## src/rtl/pmec_defs.vh

```
// Constants for the performance monitor error counter bank.
// Assumes inclusion by every design file of the bank, once per file.
`ifndef PMEC_DEFS_VH
`define PMEC_DEFS_VH

// Register bus widths.
`define PMEC_AW              16
`define PMEC_DW              8

// Register byte offsets.
`define PMEC_ADDR_PAT_HIGH   16'h090E
`define PMEC_ADDR_PAT_LOW    16'h090F
`define PMEC_ADDR_SLIP       16'h0910
`define PMEC_ADDR_ZERO_HIGH  16'h0911
`define PMEC_ADDR_ZERO_LOW   16'h0912
`define PMEC_ADDR_IRQ_STAT   16'h0920
`define PMEC_ADDR_IRQ_MASK   16'h0921

// Counter limits and reset values.
`define PMEC_CNT16_ZERO      16'h0000
`define PMEC_CNT16_ONE       16'h0001
`define PMEC_CNT16_MAX       16'hFFFF
`define PMEC_CNT8_ZERO       8'h00
`define PMEC_CNT8_ONE        8'h01
`define PMEC_CNT8_MAX        8'hFF
`define PMEC_BYTE_ZERO       8'h00

// Byte fields of a sixteen-bit count.
`define PMEC_HI_MSB          15
`define PMEC_HI_LSB          8
`define PMEC_LO_MSB          7
`define PMEC_LO_LSB          0

// Interrupt status and mask layout.
`define PMEC_IRQ_N           4
`define PMEC_IRQ_PAT         0
`define PMEC_IRQ_SLIP        1
`define PMEC_IRQ_ZERO        2
`define PMEC_IRQ_SAT         3
`define PMEC_IRQ_ZERO_VAL    4'h0
`define PMEC_IRQ_PAD         4'h0

`endif

```

## src/rtl/pmec_top.v

```verilog
// Performance monitor error counter bank: pattern bit errors, transmit
// slips and excessive zero violations, with interrupt status and mask.
// Assumes event strobes and the register port are synchronous to CLK_I.
//
// Functional notes
// RULE1: Keep a 16-bit count of receive pattern checker bit errors.
// RULE2: Pattern low byte register returns count bits 7 down to 0.
// RULE3: Every counter register clears on host read, then counts from zero.
// RULE4: Host reads the upper byte before the lower byte for a correct count.
// RULE5: Host clears a 16-bit counter by reading upper then lower byte.
// RULE6: Keep an 8-bit transmit slip count, one per slip.
// RULE7: Slip count accumulates since its last read and clears on read.
// RULE8: A slip is a whole frame repeated or dropped by the slip buffer.
// RULE9: Keep a 16-bit count of receive excessive zero violations.
// RULE10: Zero violation high byte is bits 15..8, low byte bits 7..0.
// RULE11: Pattern high byte register returns bits 15..8 and clears on read.
// RULE12: Upper byte read snapshots lower byte and clears the whole counter.
// RULE13: Counters reset to zero and saturate at their maximum.
//
// Strobed register access is this design's own decision.
`timescale 1ns/1ps
`default_nettype none
`include "pmec_defs.vh"

module pmec_top (
    input  wire                 CLK_I,
    input  wire                 RST_I,
    input  wire [`PMEC_AW-1:0]  ADDR_I,
    input  wire [`PMEC_DW-1:0]  WDATA_I,
    input  wire                 WR_I,
    input  wire                 RD_I,
    output wire [`PMEC_DW-1:0]  RDATA_O,
    input  wire                 PATTERN_ERR_I,
    input  wire                 ZERO_VIOL_I,
    input  wire                 TX_SLIP_REPEAT_I,
    input  wire                 TX_SLIP_DROP_I,
    output wire                 IRQ_O
);

    // Address decode.
    wire hit_pat_high;
    wire hit_pat_low;
    wire hit_slip;
    wire hit_zero_high;
    wire hit_zero_low;
    wire hit_irq_stat;
    wire hit_irq_mask;

    assign hit_pat_high  = (ADDR_I == `PMEC_ADDR_PAT_HIGH);
    assign hit_pat_low   = (ADDR_I == `PMEC_ADDR_PAT_LOW);
    assign hit_slip      = (ADDR_I == `PMEC_ADDR_SLIP);
    assign hit_zero_high = (ADDR_I == `PMEC_ADDR_ZERO_HIGH);
    assign hit_zero_low  = (ADDR_I == `PMEC_ADDR_ZERO_LOW);
    assign hit_irq_stat  = (ADDR_I == `PMEC_ADDR_IRQ_STAT);
    assign hit_irq_mask  = (ADDR_I == `PMEC_ADDR_IRQ_MASK);

    // Read strobes that clear counters or their lower byte snapshots.
    wire rd_pat_high;
    wire rd_pat_low;
    wire rd_slip;
    wire rd_zero_high;
    wire rd_zero_low;

    assign rd_pat_high  = RD_I & hit_pat_high;
    assign rd_pat_low   = RD_I & hit_pat_low;
    assign rd_slip      = RD_I & hit_slip;
    assign rd_zero_high = RD_I & hit_zero_high;
    assign rd_zero_low  = RD_I & hit_zero_low;

    // Either a repeated or a dropped frame is one slip.
    wire slip_event;

    assign slip_event = TX_SLIP_REPEAT_I | TX_SLIP_DROP_I; // [RULE8]

    // Counter instances.
    wire [15:0] pat_count;
    wire [7:0]  pat_low_snap;
    wire        pat_sat;
    wire [7:0]  slip_count;
    wire        slip_sat;
    wire [15:0] zero_count;
    wire [7:0]  zero_low_snap;
    wire        zero_sat;

    pmec_wide_counter u_pattern_counter (
        .clk_i      (CLK_I),
        .rst_i      (RST_I),
        .event_i    (PATTERN_ERR_I),
        .rd_high_i  (rd_pat_high),
        .rd_low_i   (rd_pat_low),
        .count_o    (pat_count),
        .low_snap_o (pat_low_snap),
        .sat_o      (pat_sat)
    );

    pmec_byte_counter u_slip_counter (
        .clk_i   (CLK_I),
        .rst_i   (RST_I),
        .event_i (slip_event),
        .rd_i    (rd_slip),
        .count_o (slip_count),
        .sat_o   (slip_sat)
    );

    pmec_wide_counter u_zero_counter (
        .clk_i      (CLK_I),
        .rst_i      (RST_I),
        .event_i    (ZERO_VIOL_I),
        .rd_high_i  (rd_zero_high),
        .rd_low_i   (rd_zero_low),
        .count_o    (zero_count),
        .low_snap_o (zero_low_snap),
        .sat_o      (zero_sat)
    );

    // Interrupt event vector; the saturation bit flags an event lost to a full counter.
    wire [`PMEC_IRQ_N-1:0] irq_event;

    assign irq_event[`PMEC_IRQ_PAT]  = PATTERN_ERR_I;
    assign irq_event[`PMEC_IRQ_SLIP] = slip_event;
    assign irq_event[`PMEC_IRQ_ZERO] = ZERO_VIOL_I;
    assign irq_event[`PMEC_IRQ_SAT]  = (PATTERN_ERR_I & pat_sat & ~rd_pat_high)
                                     | (slip_event & slip_sat & ~rd_slip)
                                     | (ZERO_VIOL_I & zero_sat & ~rd_zero_high); // [RULE13]

    // Interrupt status, mask and output.
    wire                   wr_irq_stat;
    wire                   wr_irq_mask;
    reg  [`PMEC_IRQ_N-1:0] irq_stat_reg;
    reg  [`PMEC_IRQ_N-1:0] irq_mask_reg;
    reg                    irq_reg;

    assign wr_irq_stat = WR_I & hit_irq_stat;
    assign wr_irq_mask = WR_I & hit_irq_mask;

    // Sticky bits: a one written clears, a new event in the same cycle wins.
    genvar gi;
    generate
        for (gi = 0; gi < `PMEC_IRQ_N; gi = gi + 1) begin : g_irq_bit
            always @(posedge CLK_I or posedge RST_I) begin
                if (RST_I) begin
                    irq_stat_reg[gi] <= 1'b0;
                end else if (irq_event[gi]) begin
                    irq_stat_reg[gi] <= 1'b1;
                end else if (wr_irq_stat && WDATA_I[gi]) begin
                    irq_stat_reg[gi] <= 1'b0;
                end
            end
        end
    endgenerate

    always @(posedge CLK_I or posedge RST_I) begin
        if (RST_I) begin
            irq_mask_reg <= `PMEC_IRQ_ZERO_VAL;
        end else if (wr_irq_mask) begin
            irq_mask_reg <= WDATA_I[`PMEC_IRQ_N-1:0];
        end
    end

    always @(posedge CLK_I or posedge RST_I) begin
        if (RST_I) begin
            irq_reg <= 1'b0;
        end else begin
            irq_reg <= |(irq_stat_reg & irq_mask_reg);
        end
    end

    assign IRQ_O = irq_reg;

    // Read data mux, sampled before the same edge clears the counter.
    reg [`PMEC_DW-1:0] rd_mux;

    always @* begin
        rd_mux = `PMEC_BYTE_ZERO;
        if (hit_pat_high) begin
            rd_mux = pat_count[`PMEC_HI_MSB:`PMEC_HI_LSB]; // [RULE11]
        end else if (hit_pat_low) begin
            rd_mux = pat_low_snap; // [RULE2] [RULE4]
        end else if (hit_slip) begin
            rd_mux = slip_count; // [RULE7]
        end else if (hit_zero_high) begin
            rd_mux = zero_count[`PMEC_HI_MSB:`PMEC_HI_LSB]; // [RULE10]
        end else if (hit_zero_low) begin
            rd_mux = zero_low_snap; // [RULE10] [RULE4] [RULE5]
        end else if (hit_irq_stat) begin
            rd_mux = {`PMEC_IRQ_PAD, irq_stat_reg};
        end else if (hit_irq_mask) begin
            rd_mux = {`PMEC_IRQ_PAD, irq_mask_reg};
        end
    end

    // Read data stands only in the cycle after the read strobe.
    reg [`PMEC_DW-1:0] rdata_reg;

    always @(posedge CLK_I or posedge RST_I) begin
        if (RST_I) begin
            rdata_reg <= `PMEC_BYTE_ZERO;
        end else if (RD_I) begin
            rdata_reg <= rd_mux;
        end else begin
            rdata_reg <= `PMEC_BYTE_ZERO;
        end
    end

    assign RDATA_O = rdata_reg;

endmodule // pmec_top

`default_nettype wire

```

## src/rtl/pmec_wide_counter.v

```verilog
// Sixteen-bit clear-on-read event counter with a lower byte snapshot.
// Assumes one-cycle event and read strobes synchronous to clk_i.
`timescale 1ns/1ps
`default_nettype none
`include "pmec_defs.vh"

module pmec_wide_counter (
    input  wire        clk_i,
    input  wire        rst_i,
    input  wire        event_i,
    input  wire        rd_high_i,
    input  wire        rd_low_i,
    output wire [15:0] count_o,
    output wire [7:0]  low_snap_o,
    output wire        sat_o
);

    reg [15:0] count_reg;
    reg [7:0]  snap_reg;

    assign count_o    = count_reg;
    assign low_snap_o = snap_reg;
    assign sat_o      = (count_reg == `PMEC_CNT16_MAX);

    // An event in the cycle of the clearing read starts the new interval at one.
    always @(posedge clk_i or posedge rst_i) begin
        if (rst_i) begin
            count_reg <= `PMEC_CNT16_ZERO; // [RULE13]
            snap_reg  <= `PMEC_BYTE_ZERO;
        end else begin
            if (rd_high_i) begin
                count_reg <= event_i ? `PMEC_CNT16_ONE : `PMEC_CNT16_ZERO; // [RULE3] [RULE12]
            end else if (event_i && !sat_o) begin
                count_reg <= count_reg + `PMEC_CNT16_ONE; // [RULE1] [RULE9] [RULE13]
            end
            if (rd_high_i) begin
                snap_reg <= count_reg[`PMEC_LO_MSB:`PMEC_LO_LSB]; // [RULE12]
            end else if (rd_low_i) begin
                snap_reg <= `PMEC_BYTE_ZERO; // [RULE3]
            end
        end
    end

endmodule // pmec_wide_counter

`default_nettype wire

```

## src/rtl/pmec_byte_counter.v

```verilog
// Eight-bit clear-on-read event counter.
// Assumes one-cycle event and read strobes synchronous to clk_i.
`timescale 1ns/1ps
`default_nettype none
`include "pmec_defs.vh"

module pmec_byte_counter (
    input  wire       clk_i,
    input  wire       rst_i,
    input  wire       event_i,
    input  wire       rd_i,
    output wire [7:0] count_o,
    output wire       sat_o
);

    reg [7:0] count_reg;

    assign count_o = count_reg;
    assign sat_o   = (count_reg == `PMEC_CNT8_MAX);

    always @(posedge clk_i or posedge rst_i) begin
        if (rst_i) begin
            count_reg <= `PMEC_CNT8_ZERO; // [RULE13]
        end else if (rd_i) begin
            count_reg <= event_i ? `PMEC_CNT8_ONE : `PMEC_CNT8_ZERO; // [RULE7] [RULE3]
        end else if (event_i && !sat_o) begin
            count_reg <= count_reg + `PMEC_CNT8_ONE; // [RULE6] [RULE13]
        end
    end

endmodule // pmec_byte_counter

`default_nettype wire

```

## config.mk

```make
export PLATFORM = sky130hd
export DESIGN_NAME = pmec_top
export DESIGN_NICKNAME = d
export VERILOG_FILES = /design/src/rtl/pmec_top.v /design/src/rtl/pmec_wide_counter.v /design/src/rtl/pmec_byte_counter.v
export VERILOG_INCLUDE_DIRS = /design/src /design/src/rtl
export SDC_FILE = /design/constraint.sdc
export NUM_CORES = 1
export LEC_CHECK = 0
export ABC_AREA = 1
export BUFFER_PORTS_ARGS = -buffer_cell sky130_fd_sc_hd__buf_4
export CAP_MARGIN = 5
export CORE_MARGIN = 1
export CORE_UTILIZATION = 35
export DETAILED_ROUTE_END_ITERATION = 8
export SYNTH_ARGS = -nofsm -noshare
export SYNTH_HDL_FRONTEND = slang
export SYNTH_SLANG_ARGS = --single-unit
```

## constraint.sdc

```tcl
create_clock -name CLK_I -period 1.8 [get_ports CLK_I]
set_input_delay 0.09 -clock CLK_I [delete_from_list [all_inputs] [get_ports CLK_I]]
set_output_delay 0.09 -clock CLK_I [all_outputs]
set_load 0.005 [all_outputs]
```

==> results of run 1 <==
cells in the mapped netlist (3+ instances only):
cell type / n / share of area
sky130_fd_sc_hd__nor2_1: 52 / 0.043
sky130_fd_sc_hd__nor2_4: 5 / 0.012
sky130_fd_sc_hd__nand4_1: 45 / 0.061
sky130_fd_sc_hd__nor3_1: 21 / 0.023
sky130_fd_sc_hd__o21ai_1: 22 / 0.024
sky130_fd_sc_hd__buf_4: 4 / 0.0065
sky130_fd_sc_hd__xor2_1: 4 / 0.0076
sky130_fd_sc_hd__and3_1: 3 / 0.0041
sky130_fd_sc_hd__dfrtp_1: 73 / 0.40
sky130_fd_sc_hd__o21ai_0: 16 / 0.017
sky130_fd_sc_hd__nand2_2: 9 / 0.012
sky130_fd_sc_hd__nand2_1: 126 / 0.10
sky130_fd_sc_hd__ha_1: 3 / 0.0082
sky130_fd_sc_hd__buf_2: 4 / 0.0044
sky130_fd_sc_hd__inv_2: 14 / 0.011
sky130_fd_sc_hd__nand3_2: 6 / 0.013
sky130_fd_sc_hd__nor3_2: 5 / 0.011
sky130_fd_sc_hd__inv_1: 64 / 0.052
sky130_fd_sc_hd__buf_6: 7 / 0.017
sky130_fd_sc_hd__nand3_1: 35 / 0.038
sky130_fd_sc_hd__a21oi_1: 11 / 0.012
sky130_fd_sc_hd__nor2_2: 5 / 0.0068
sky130_fd_sc_hd__o221ai_1: 5 / 0.0095
sky130_fd_sc_hd__o21ai_2: 28 / 0.053
report_power, final:
group / switching, W / internal, W
clock: 0.000705 / 0.00125
combinational: 0.000843 / 0.000446
sequential: 0.000230 / 0.00191
cell type report:
class / count / area, um^2
flip-flops and latches: 73 / 1827
multi-input cells: 420 / 2346
repair buffers: 62 / 483.0
clock buffers: 11 / 242.7
fillers: 1278 / 7226
clock inverters: 5 / 78.83
well taps: 172 / 215.2
inverters: 79 / 304.0
timing repair:
item | CTS | global route
hold buffers | 2 | 0
setup buffers | 0 | 4
gates resized for setup | 0 | 5
setup endpoints to repair | 0 | 12
hold endpoints to repair | 74 | 0
final timing paths:
check | start | to | cells past startpoint
hold reg to reg | u_pattern_counter.low_snap_o[5]$_DFFE_PP0P_ | u_pattern_counter.low_snap_o[5]$_DFFE_PP0P_ | 2
setup / recovery | u_pattern_counter.count_o[1]$_DFFE_PP0P_ | u_pattern_counter.count_o[15]$_DFFE_PP0P_ | 9
hold / removal | WDATA_I[2] | irq_mask_reg[2]$_DFFE_PP0P_ | 3
setup reg to reg | u_pattern_counter.count_o[1]$_DFFE_PP0P_ | u_pattern_counter.count_o[15]$_DFFE_PP0P_ | 9
min in group asynchronous | RST_I | u_pattern_counter.count_o[14]$_DFFE_PP0P_ | 4
max in group asynchronous | RST_I | u_zero_counter.count_o[9]$_DFFE_PP0P_ | 4
worst register-to-register path: cells and delay by family, from the launching register on:
family / cells / cell delay (ps)
AOI/OAI and AO/OA: 1 / 250
adders and majority gates: 1 / 180
buffers and inverters: 1 / 160
DFF: 1 / 370
and+or+nand+nor: 6 / 640
layer usage:
metal	GRT usage	wire length (um)
met5	0	0
met4	0.09658	319
met3	0.02802	609
met2	0.2884	5190
met1	0.2654	5889
through the flow:
step	util	hold WS (ps)
after floorplan	-	200.0
after detailed placement	0.4018	244.5
after global routing	0.4320	41.29
after CTS	0.4287	19.31
final	0.4320	26.20
after global placement	0.4018	232.2
cell families (layout without fill, tap and decap cells):
kind of cell               count (synthesis)  count (layout)  share of synthesized area
AOI/OAI and AO/OA                         89              89                     0.1317
xor gates and xnor gates                   4               4                   0.007633
adders and majority gates                  3               3                   0.008180
buffers and inverters                     94             157                    0.09297
DFF                                       73              73                     0.3980
and+or+nand+nor                          324             324                     0.3615
==> results summary, run 1 <==
The post-synthesis cell count came out at roughly 590. The number of rows created at floorplan came out at just over 40. TritonCTS built the clock tree. The maximum single-stage delay on the critical path came out at approximately 370 ps. The number of unique standard cell types used by synthesis came out at 40. The path class of the tightest hold or removal check is input port to flip-flop. The design draws approximately 0.0054 W. The detailed router placed ~4200 vias in this run. Static timing analysis puts the maximum clock frequency at ~0.58 GHz. The routability congestion estimate from global placement came out at 0.8657. The share of the Yosys chip area taken by registers is 0.3980.

The antenna diode instance count is 0. The global route total overflow came out at 0. The net total in the final layout is 680. The floorplan step set the die width to approximately 120 um. The total length of routed wires came out at between 10000 and 15000 um. The half-perimeter wire length after placement is approximately 9000 um. The worst path buffer plus inverter count came out at 1. The static leakage came out at 2.578 nW.

The number of buffers inserted during clock tree synthesis came out at 9. The number of search-and-repair iterations in the first detailed-routing pass came out at 5. The synthesized netlist net count is 622. Broken down by cell family, the worst path's largest delay share belongs to simple AND/OR/NAND/NOR gates. In this run the standard cell core region covers 12720 um^2. The total number of clock tree sinks came out at 73. The non-filler instance count after layout is between 800 and 900. The transition time of the tightest slew-check pin is between 500 and 600 ps. The number of buffers added on ports is 36. The count of antenna-violating nets left after detailed routing came out at 0. For this run, asynchronously set or reset flops after synthesis account for 1.000. Between clock sinks in the finished design, the worst skew comes to around 7.3 ps. For this run, design rule violations remaining after detail routing come to 0.

In the final timing run, aggregate negative setup slack is 0 ps. The total of warnings raised by yosys came out at 0. The deepest clock path buffer count came out at 2. The initial antenna violation count is 0.

The vertical extent of the die is around 120 um. The slack of the worst reg-to-reg path came out at between 80 and 90 ps. The worst-skew pair later-pin latency is roughly 340 ps. STA classifies the critical path endpoint as a flip-flop.

After detailed routing, the average wire length per cell comes to roughly 15 um. The worst setup path is of the flip-flop to flip-flop kind. The final standard cell area without fillers came out at about 5500 um^2.

The run finished with clean final reports. The kind of launch point of the worst setup path is a flip-flop. The highest net fanout along the worst path came out at 5. The power density of the placed cells is between 900 and 1000 nW/um^2. The top-level port count is between 40 and 50.

The minimum setup slack after placement is between 100 and 150 ps. Leaving out fill and tap cells, the most frequent cell in the layout is sky130_fd_sc_hd__nand2_1. The largest net degree at the start of global routing came out at 74. The clock slew at the register clock pins of the worst setup and hold paths is ~60 ps. The global-route usage over all layers is 0.1908.

Measured against its own limit, the worst slew margin works out to 0.6428. The final worst-path setup slack came out at roughly 86 ps. The cell that appears most often on the critical path is sky130_fd_sc_hd__nor2_1. The first global-routing pass estimated roughly 20000 um of wire. The placed standard-cell area is 5112 um^2. Of the available clock period, the critical path in the final layout requires 0.9522. The arrival time reported for the critical path endpoint is between 1500 and 2000 ps. The fraction of final layout cells with drive strength greater than 1 came out at 0.2492. The number of hold violations in the final report came to 0.

The effective utilization at floorplan is 0.3607. The final-report max-slew violation count came out at 0. The buffer type at the clock tree root is sky130_fd_sc_hd__clkbuf_16. The maximum VDD drop came out at 0.4467 mV. The number of max-capacitance violations reported is 0. The minimum clock period after layout came out at 1714 ps. After detailed placement, the design holds a cell count of 800. The via density per instance came out at around 5.1.

Yosys mapped a number of flops with a built-in enable equal to 0. The clock tree synthesis step divided the H-tree into 3 levels. The number of violations reported at the end of detailed-routing iteration 0 came out at between 300 and 400. The via count of the first global-routing pass is roughly 4000. The cell at the slowest stage of the critical path is sky130_fd_sc_hd__dfrtp_1.

The register bit total from synthesis is 73. The average instance area after synthesis is 7.818 um^2. The synthesis-to-finish area growth came out at 19.77%. The data required time of the critical path is ~2000 ps. The critical path goes through ha_1 -> nand2_1 -> nor3_4 -> nand2_2 -> o21ai_4 -> buf_4 -> nor2_1 -> nor2_1 -> nor3_2. The floorplan step defined a die boundary enclosing 13570 um^2.

For this run, the leading register cell type out of synthesis is sky130_fd_sc_hd__dfrtp_1. Leaving out fill and tap cells, the most frequent cells in the layout are 125 x sky130_fd_sc_hd__nand2_1, 73 x sky130_fd_sc_hd__dfrtp_1, 63 x sky130_fd_sc_hd__inv_1, 59 x sky130_fd_sc_hd__buf_4, 51 x sky130_fd_sc_hd__nor2_1. After synthesis the cells add up to ~4600 um^2. The total setup violations reported at the end of the flow is 0.
No activity file was read; power rests on OpenSTA's default activity.
==> run 2: changes to the inputs <==
Settings changed: SETUP_SLACK_MARGIN set to 0.2.
==> results summary, run 2 (synthesis gave the netlist of run 1 again) <==
The critical setup path kind is flip-flop to flip-flop (unchanged). The largest net degree at the start of global routing came out at 28 (was 74). The global route total overflow is 0 (unchanged).

The global-route usage over all layers was 0.1916 (was 0.1908). The startpoint of the worst register-to-register path is u_zero_counter.count_o[9]$_DFFE_PP0P_ (was u_pattern_counter.count_o[1]$_DFFE_PP0P_). The slack of the worst reg-to-reg path is 120 ps (was 90 ps).

The half-perimeter wire length after placement is 9195 um (was 9007 um). The number of vias in the routed layout is 4420 (was 4217). The setup TNS is 0 ps (unchanged).

The deepest clock path buffer count came out at 2 (unchanged). The launch instance of the worst min-delay path is ZERO_VIOL_I (was WDATA_I[2]). The number of buffers inserted during clock tree synthesis is 9 (unchanged). The worst path buffer plus inverter count is 3 (was 1). The minimum clock period after layout came out at 1677 ps (was 1714 ps). The synthesis-to-finish area growth is 27.24% (was 19.77%).

The minimum setup slack after placement came out at 71.28 ps (was 100.1 ps). The count of antenna-violating nets left after detailed routing came out at 0 (unchanged). The total length of routed wires is 12850 um (was 12010 um). The number of max-capacitance violations reported came out at 0 (unchanged). The final worst-path setup slack is 122.5 ps (was 86.04 ps).

The relative slew slack came out at 0.5755 (was 0.6428). The terminating pin of the worst hold path is irq_stat_reg[2]$_DFFE_PP0P_ (was irq_mask_reg[2]$_DFFE_PP0P_). The terminus of the critical flop-to-flop path is u_zero_counter.count_o[0]$_DFFE_PP0P_ (was u_pattern_counter.count_o[15]$_DFFE_PP0P_). The antenna diode instance count is 0 (unchanged).

The kind of end point of the critical path is a flip-flop (unchanged). The routability congestion estimate from global placement was 0.9426 (was 0.8657). The number of cells on the worst reg-to-reg path is 8 (was 9). The data required time of the critical path is 2060 ps (was 2020 ps). The power share of the combinational group is 0.283 (was 0.239).

The effective utilization at floorplan came out at 0.3607 (unchanged). The worst-skew pair later-pin latency is 340 ps (about the same). The maximum VDD drop is 0.4436 mV (was 0.4467 mV). The via density per instance was 5.231 (was 5.130).

Highest-count cells in the layout ignoring fill and taps: 118 x sky130_fd_sc_hd__nand2_1, 73 x sky130_fd_sc_hd__dfrtp_1, 66 x sky130_fd_sc_hd__buf_4, 62 x sky130_fd_sc_hd__inv_1, 49 x sky130_fd_sc_hd__nor2_1 (was 125 x sky130_fd_sc_hd__nand2_1, 73 x sky130_fd_sc_hd__dfrtp_1, 63 x sky130_fd_sc_hd__inv_1, 59 x sky130_fd_sc_hd__buf_4, 51 x sky130_fd_sc_hd__nor2_1). The cell at the slowest stage of the critical path is sky130_fd_sc_hd__dfrtp_1 (unchanged). The area of the core is 12720 um^2 (unchanged).

The dominant cell type by count on the critical path is sky130_fd_sc_hd__buf_6 (was sky130_fd_sc_hd__nor2_1). The net total in the final layout came to 703 (was 680). The number of search-and-repair iterations in the first detailed-routing pass is 6 (was 5). The cell type group with the largest total delay on the critical path was buffers and inverters (was simple AND/OR/NAND/NOR gates). The fraction of final layout cells with drive strength greater than 1 came out at 0.3120 (was 0.2492).

The upper clock frequency limit came out at 0.5961 GHz (was 0.5834 GHz). The initial antenna violation count came to 0 (unchanged). The final-layout fill cell count is 1264 (was 1278).

The H-tree level count came to 3 (unchanged). The kind of launch point of the worst setup path is a flip-flop (unchanged). The switching power came out at 0.001882 W (was 0.001778 W). The total setup violations reported at the end of the flow came out at 0 (unchanged). The commonest non-fill, non-tap cell in the layout is sky130_fd_sc_hd__nand2_1 (unchanged). The maximum clock skew at final layout came to 11.58 ps (was 7.340 ps).

The vertical extent of the die is 116.5 um (unchanged). The clock network fraction of total power came out at 0.317 (was 0.363). The chip width is 116.5 um (unchanged).

The static leakage was 2.733 nW (was 2.578 nW). Setup repair after global routing could not meet its margin everywhere. The highest net fanout along the worst path came out at 7 (was 5). The arrival time reported for the critical path endpoint came to 1930 ps (about the same). List of cells traversed by the critical path: inv_2 -> nor3_4 -> nand3_2 -> o21ai_4 -> buf_6 -> nand2_8 -> buf_6 -> o21ai_2 (was ha_1 -> nand2_1 -> nor3_4 -> nand2_2 -> o21ai_4 -> buf_4 -> nor2_1 -> nor2_1 -> nor3_2). The worst hold path stage count is 3 (unchanged). The share of total power consumed by net switching is 0.3516 (was 0.3303).

The class of the tightest hold or removal check is input port to flip-flop (unchanged). The per-cell routed wire length is 15.21 um (was 14.61 um). The number of rows created at floorplan was 41 (unchanged). The via count of the first global-routing pass is 4132 (was 3987). The sequential power share was 0.401 (was 0.398). The internal power is 0.003469 W (was 0.003606 W). The clock slew at the register clock pins of the worst setup and hold paths came out at 50 ps (was 60 ps). The power density of the placed cells was 916.4 nW/um^2 (was 979.6 nW/um^2). The number of design rule violations left after detail routing came out at 0 (unchanged). The minimum hold slack is 20.49 ps (was 26.20 ps). The die outline area came out at 13570 um^2 (unchanged).

The wire length of the first global-routing pass is 19890 um (was 19640 um). The buffer type at the clock tree root is sky130_fd_sc_hd__clkbuf_16 (unchanged). The number of violations reported at the end of detailed-routing iteration 0 is 389 (was 355). The top-level port count is 41 (unchanged).

The transition time of the tightest slew-check pin came out at 635.4 ps (was 531.8 ps). The number of buffers added on ports is 36 (unchanged). The final-report max-slew violation count is 0 (unchanged).

The share of the clock period used by the worst path is 0.9319 (was 0.9522). The total number of clock tree sinks was 73 (unchanged). The maximum single-stage delay on the critical path came out at 410 ps (was 370 ps).

The number of hold violations in the final report is 0 (unchanged). Run status: completed (unchanged). The clock tree from TritonCTS is built (unchanged).
run 2: cell types whose count changed in the layout (fill, tap and decap cells not counted), sizes merged:
cell,before,now
clkbuf,11,13
dlygate4sd3,2,3
bufinv,2,0
inv,77,78
buf,60,81
run 2: power by group through the flow:
stage | clock (W) | combinational (W) | sequential, W
2_1_floorplan | 0 | 0.000933 | 0.00211
3_3_place_gp | 0 | 0.00124 | 0.00215
3_5_place_dp | 0 | 0.00127 | 0.00215
4_1_cts | 0.00171 | 0.00137 | 0.00212
5_1_grt | 0.00179 | 0.00167 | 0.00217
6_report | 0.00169 | 0.00151 | 0.00214
run 2: repair_timing:
item | 4_1_cts | 5_1_grt
buffers inserted | 12 | 8
endpoints found under the setup margin | 29 | 41
cloned | 0 | 1
endpoints found under the hold margin | 25 | 0
pin swaps | 8 | 16
gates resized for setup | 10 | 49
hold buffers | 3 | 0
run 2: how the worst max path moves through the flow:
stage	end	slack (ps)	start	cells past startpoint
finish	u_zero_counter.count_o[0]$_DFFE_PP0P_	120	u_zero_counter.count_o[9]$_DFFE_PP0P_	8
global route	u_zero_counter.count_o[4]$_DFFE_PP0P_	70	u_zero_counter.count_o[9]$_DFFE_PP0P_	8
CTS	u_pattern_counter.count_o[5]$_DFFE_PP0P_	190	u_pattern_counter.count_o[0]$_DFFE_PP0P_	9
detailed placement	u_pattern_counter.count_o[6]$_DFFE_PP0P_	70	u_pattern_counter.count_o[0]$_DFFE_PP0P_	9
global placement	u_pattern_counter.count_o[6]$_DFFE_PP0P_	130	u_pattern_counter.count_o[0]$_DFFE_PP0P_	9
floorplan	u_zero_counter.count_o[4]$_DFFE_PP0P_	200	u_zero_counter.count_o[0]$_DFFE_PP0P_	9
run 2: final cells by class:
cell class,instances,area (um^2),area share
Clock inverter,3,15.01,0.002571
Tap cell,172,215.2,0.03685
Timing Repair inverter,1,6.256,0.001071
Multi-Input combinational cell,420,2492,0.4268
Inverter,79,311.5,0.05335
Sequential cell,73,1827,0.3128
Timing Repair Buffer,84,711.9,0.1219
Clock buffer,13,260.3,0.04457
run 2: tightest hold or removal path: cells and delay by family:
| family | cells | cell delay, ps |
|---|---|---|
| buffers and inverters | 2 | 170 |
| AND/OR/NAND/NOR | 1 | 60 |
run 2: per-stage QoR:
step,power [W],area [um^2],utilization,cells
CTS,0.005209,5588,0.4392,836
global placement,0.003387,5162,0.4058,805
finish,0.005351,5839,0.4590,845
detailed placement,0.003428,5162,0.4058,805
floorplan,0.003042,4612,-,587
global route,0.005628,5839,0.4590,845
run 2: routing by layer:
| metal | wire, um | global-route usage | up-vias | share of wire |
|---|---|---|---|---|
| met2 | 6383 | 0.3227 | 151 | 0.50 |
| li1 | - | - | 2134 | - |
| met4 | 182 | 0.06154 | 0 | 0.014 |
| met1 | 5591 | 0.2467 | 2117 | 0.44 |
| met5 | 0 | 0 | - | 0 |
| met3 | 694 | 0.03736 | 18 | 0.054 |
==> run 3: changes to the inputs <==
Settings changed: ABC_AREA 1 to unset.
==> results summary, run 3 <==
Run status: completed (unchanged). The chip width is 108.1 um (was 116.5 um). The maximum VDD drop is 0.4244 mV (was 0.4436 mV). The initial antenna violation count came out at 0 (unchanged).

The number of rows created at floorplan came to 38 (was 41). The total setup violations reported at the end of the flow came out at 0 (unchanged). The sequential area share after synthesis is 0.4633 (was 0.3980). The total number of clock tree sinks came to 73 (unchanged).

The placed standard-cell area is 4667 um^2 (was 5162 um^2). The routability congestion estimate from global placement came to 0.8930 (was 0.9426). The global-route usage over all layers is 0.2029 (was 0.1916). The critical setup path kind is flip-flop to flip-flop (unchanged). The share of synthesized registers carrying an async set or reset is 1.000 (unchanged).

The per-cell routed wire length was 17.08 um (was 15.21 um). The buffer type at the clock tree root was sky130_fd_sc_hd__clkbuf_8 (was sky130_fd_sc_hd__clkbuf_16). The half-perimeter wire length after placement came out at 7861 um (was 9195 um).

The number of hold violations in the final report is 0 (unchanged). Top cells by count, synth: 73 x sky130_fd_sc_hd__dfrtp_1, 47 x sky130_fd_sc_hd__nand2_1, 45 x sky130_fd_sc_hd__nor2_1 (was 126 x sky130_fd_sc_hd__nand2_1, 73 x sky130_fd_sc_hd__dfrtp_1, 64 x sky130_fd_sc_hd__inv_1). The relative slew slack came to 0.5894 (was 0.5755). The data required time of the critical path is 2040 ps (was 2060 ps).

The clock slew at the register clock pins of the worst setup and hold paths is 80 ps (was 50 ps). Unrepaired setup endpoints after global routing: yes (unchanged). The global route total overflow was 0 (unchanged).

The clock tree from TritonCTS is built (unchanged). The net total in the final layout is 555 (was 703). The synthesized netlist net count came out at 450 (was 622).

The largest net degree at the start of global routing is 49 (was 28). The maximum clock skew at final layout was 11.15 ps (was 11.58 ps). The count of antenna-violating nets left after detailed routing came out at 0 (unchanged).

The antenna diode instance count is 0 (unchanged). The arrival time reported for the critical path endpoint came out at 1880 ps (was 1930 ps). The commonest non-fill, non-tap cell in the layout is sky130_fd_sc_hd__buf_4 (was sky130_fd_sc_hd__nand2_1).

The synthesis-to-finish area growth was 37.48% (was 27.24%). The upper clock frequency limit was 0.6095 GHz (was 0.5961 GHz). The post-synthesis cell count is 415 (was 587). The via count of the first global-routing pass is 3477 (was 4132). The deepest clock path buffer count was 2 (unchanged). The top-area cell type share of the netlist area was 0.4633 (was 0.3980).

The register bit total from synthesis is 73 (unchanged). The number of buffers added on ports came out at 36 (unchanged). The power density of the placed cells is 904.5 nW/um^2 (was 916.4 nW/um^2).

The minimum clock period after layout is 1641 ps (was 1677 ps). The final worst-path setup slack came out at 159.4 ps (was 122.5 ps). The number of design rule violations left after detail routing came to 0 (unchanged).

The total length of routed wires came out at 11360 um (was 12850 um). The minimum hold slack is 42.15 ps (was 20.49 ps). The number of enable-type register cells in the synthesized netlist was 0 (unchanged).

The vertical extent of the die was 108.1 um (was 116.5 um). The final-report max-slew violation count came to 0 (unchanged). The highest net fanout along the worst path came out at 7 (unchanged). Leading post-synthesis cells by cell area: sky130_fd_sc_hd__dfrtp_1 46%, sky130_fd_sc_hd__nand2_1 4.5%, sky130_fd_sc_hd__xor2_1 4.4%, sky130_fd_sc_hd__nor2_1 4.3%, sky130_fd_sc_hd__mux2i_1 3.6% (was sky130_fd_sc_hd__dfrtp_1 40%, sky130_fd_sc_hd__nand2_1 10%, sky130_fd_sc_hd__nand4_1 6.1%, sky130_fd_sc_hd__o21ai_2 5.3%, sky130_fd_sc_hd__inv_1 5.2%). The transition time of the tightest slew-check pin is 615.8 ps (was 635.4 ps). The number of violations reported at the end of detailed-routing iteration 0 was 178 (was 389).

The minimum setup slack after placement came out at -67.60 ps (was 71.28 ps). The most frequent cell after synthesis was sky130_fd_sc_hd__dfrtp_1 (was sky130_fd_sc_hd__nand2_1). The via density per instance came out at 5.602 (was 5.231). The kind of launch point of the worst setup path is a flip-flop (unchanged). The fraction of final layout cells with drive strength greater than 1 is 0.3600 (was 0.3120). The wire length of the first global-routing pass is 18040 um (was 19890 um). The class of the tightest hold or removal check is input port to flip-flop (unchanged). The average instance area after synthesis is 9.500 um^2 (was 7.818 um^2).

The die outline area came out at 11690 um^2 (was 13570 um^2). The effective utilization at floorplan came out at 0.3621 (was 0.3607). The total power draw is 0.004902 W (was 0.005351 W). The final standard cell area without fillers came out at 5420 um^2 (was 5839 um^2). The worst-skew pair later-pin latency came to 350 ps (was 340 ps).

The synthesized cell area came out at 3943 um^2 (was 4589 um^2). The H-tree level count is 3 (unchanged). The number of unique standard cell types used by synthesis is 56 (was 40). Highest-count cells in the layout ignoring fill and taps: 104 x sky130_fd_sc_hd__buf_4, 62 x sky130_fd_sc_hd__dfrtp_1, 45 x sky130_fd_sc_hd__nand2_1, 42 x sky130_fd_sc_hd__nor2_1, 20 x sky130_fd_sc_hd__xor2_1 (was 118 x sky130_fd_sc_hd__nand2_1, 73 x sky130_fd_sc_hd__dfrtp_1, 66 x sky130_fd_sc_hd__buf_4, 62 x sky130_fd_sc_hd__inv_1, 49 x sky130_fd_sc_hd__nor2_1).

The area of the core is 10890 um^2 (was 12720 um^2). The number of vias in the routed layout is 3725 (was 4420). The number of max-capacitance violations reported is 0 (unchanged). The top cell type by total area after synthesis was sky130_fd_sc_hd__dfrtp_1 (unchanged).

The top-level port count came out at 41 (unchanged). The kind of end point of the critical path was a flip-flop (unchanged). The post-layout utilization of the core is 0.4978 (was 0.4590). The primary flip-flop cell chosen by synthesis mapping is sky130_fd_sc_hd__dfrtp_1 (unchanged). The number of buffers inserted during clock tree synthesis is 9 (unchanged).

The number of search-and-repair iterations in the first detailed-routing pass came out at 4 (was 6). The total of warnings raised by yosys came out at 0 (unchanged). The static leakage came out at 2.334 nW (was 2.733 nW). The share of the clock period used by the worst path came to 0.9115 (was 0.9319).
## run 3: changes by cell type in the layout (fill, tap and decap cells not counted), sizes merged, moves of 18 or more
cell and delta:
o21ai -50, nand3 -22, nand4 -35, nor3 -20
buf +28, nor2 -18, inv -72, nand2 -89
## run 3: metal layers
layer | up-vias | part of all wire | global-route usage
met4 | 0 | 0.019 | 0.07926
met3 | 20 | 0.044 | 0.03858
met2 | 88 | 0.49 | 0.3194
met5 | - | 0 | 0
li1 | 1748 | - | -
met1 | 1869 | 0.44 | 0.2749
## run 3: layout make-up
cell class / instances / area (um^2)
multi-input combinational: 314 / 2246
inverter: 8 / 33.78
sequential: 73 / 1841
fill: 1040 / 5468
tap: 140 / 175.2
clock buffer: 10 / 137.6
timing repair buffer: 114 / 895.9
clock inverter: 6 / 91.34
## run 3: where the power goes
| part | internal [W] | total, W | switching [W] |
|---|---|---|---|
| Clock | 0.000820 | 0.00148 | 0.000660 |
| Sequential | 0.00187 | 0.00213 | 0.000264 |
| Combinational | 0.000648 | 0.00129 | 0.000644 |
| Total | 0.00333 | 0.00490 | 0.00157 |
## run 3: what timing repair did
| item | in CTS | in global routing |
|---|---|---|
| pin swaps | 9 | 17 |
| hold buffers | 5 | 0 |
| setup buffers | 2 | 30 |
| endpoints found under the hold margin | 77 | 0 |
| endpoints found under the setup margin | 19 | 47 |
| gates resized for setup | 18 | 43 |
## run 3: kinds of logic after synthesis
logic type                 after synthesis  synth area share
and+or+nand+nor                        174            0.2247
AOI/OAI and AO/OA                       92            0.1673
DFF                                     73            0.4633
buffers and inverters                   28           0.02825
xor gates and xnor gates                27           0.05998
muxes                                   18           0.04697
adders and majority gates                3          0.009522
## run 3: final timing paths
kind | end | start | cells past startpoint | slack [ps]
max | u_zero_counter.count_o[9]$_DFFE_PP0P_ | u_zero_counter.count_o[0]$_DFFE_PP0P_ | 6 | 160
min | irq_mask_reg[3]$_DFFE_PP0P_ | WDATA_I[3] | 3 | 40
max reg2reg | u_zero_counter.count_o[9]$_DFFE_PP0P_ | u_zero_counter.count_o[0]$_DFFE_PP0P_ | 6 | 160
min reg2reg | u_pattern_counter.low_snap_o[4]$_DFFE_PP0P_ | u_pattern_counter.low_snap_o[4]$_DFFE_PP0P_ | 2 | 500
max in group asynchronous | u_zero_counter.count_o[11]$_DFFE_PP0P_ | RST_I | 4 | 810
min in group asynchronous | irq_mask_reg[0]$_DFFE_PP0P_ | RST_I | 4 | 420
## run 3: critical path: stages, from the launching register on
cell,delay (ps)
sky130_fd_sc_hd__dfrtp_1,380
sky130_fd_sc_hd__ha_2,220
sky130_fd_sc_hd__nand2_4,80
sky130_fd_sc_hd__or3_4,400
sky130_fd_sc_hd__o2111ai_2,200
sky130_fd_sc_hd__xor2_1,180
sky130_fd_sc_hd__nor2_1,60
## run 3: stage by stage
step	std cells	setup TNS [ps]
final	665	0
after global routing	665	0
after CTS	635	0
after detailed placement	612	-187.8
after global placement	612	0
after floorplan	415	0
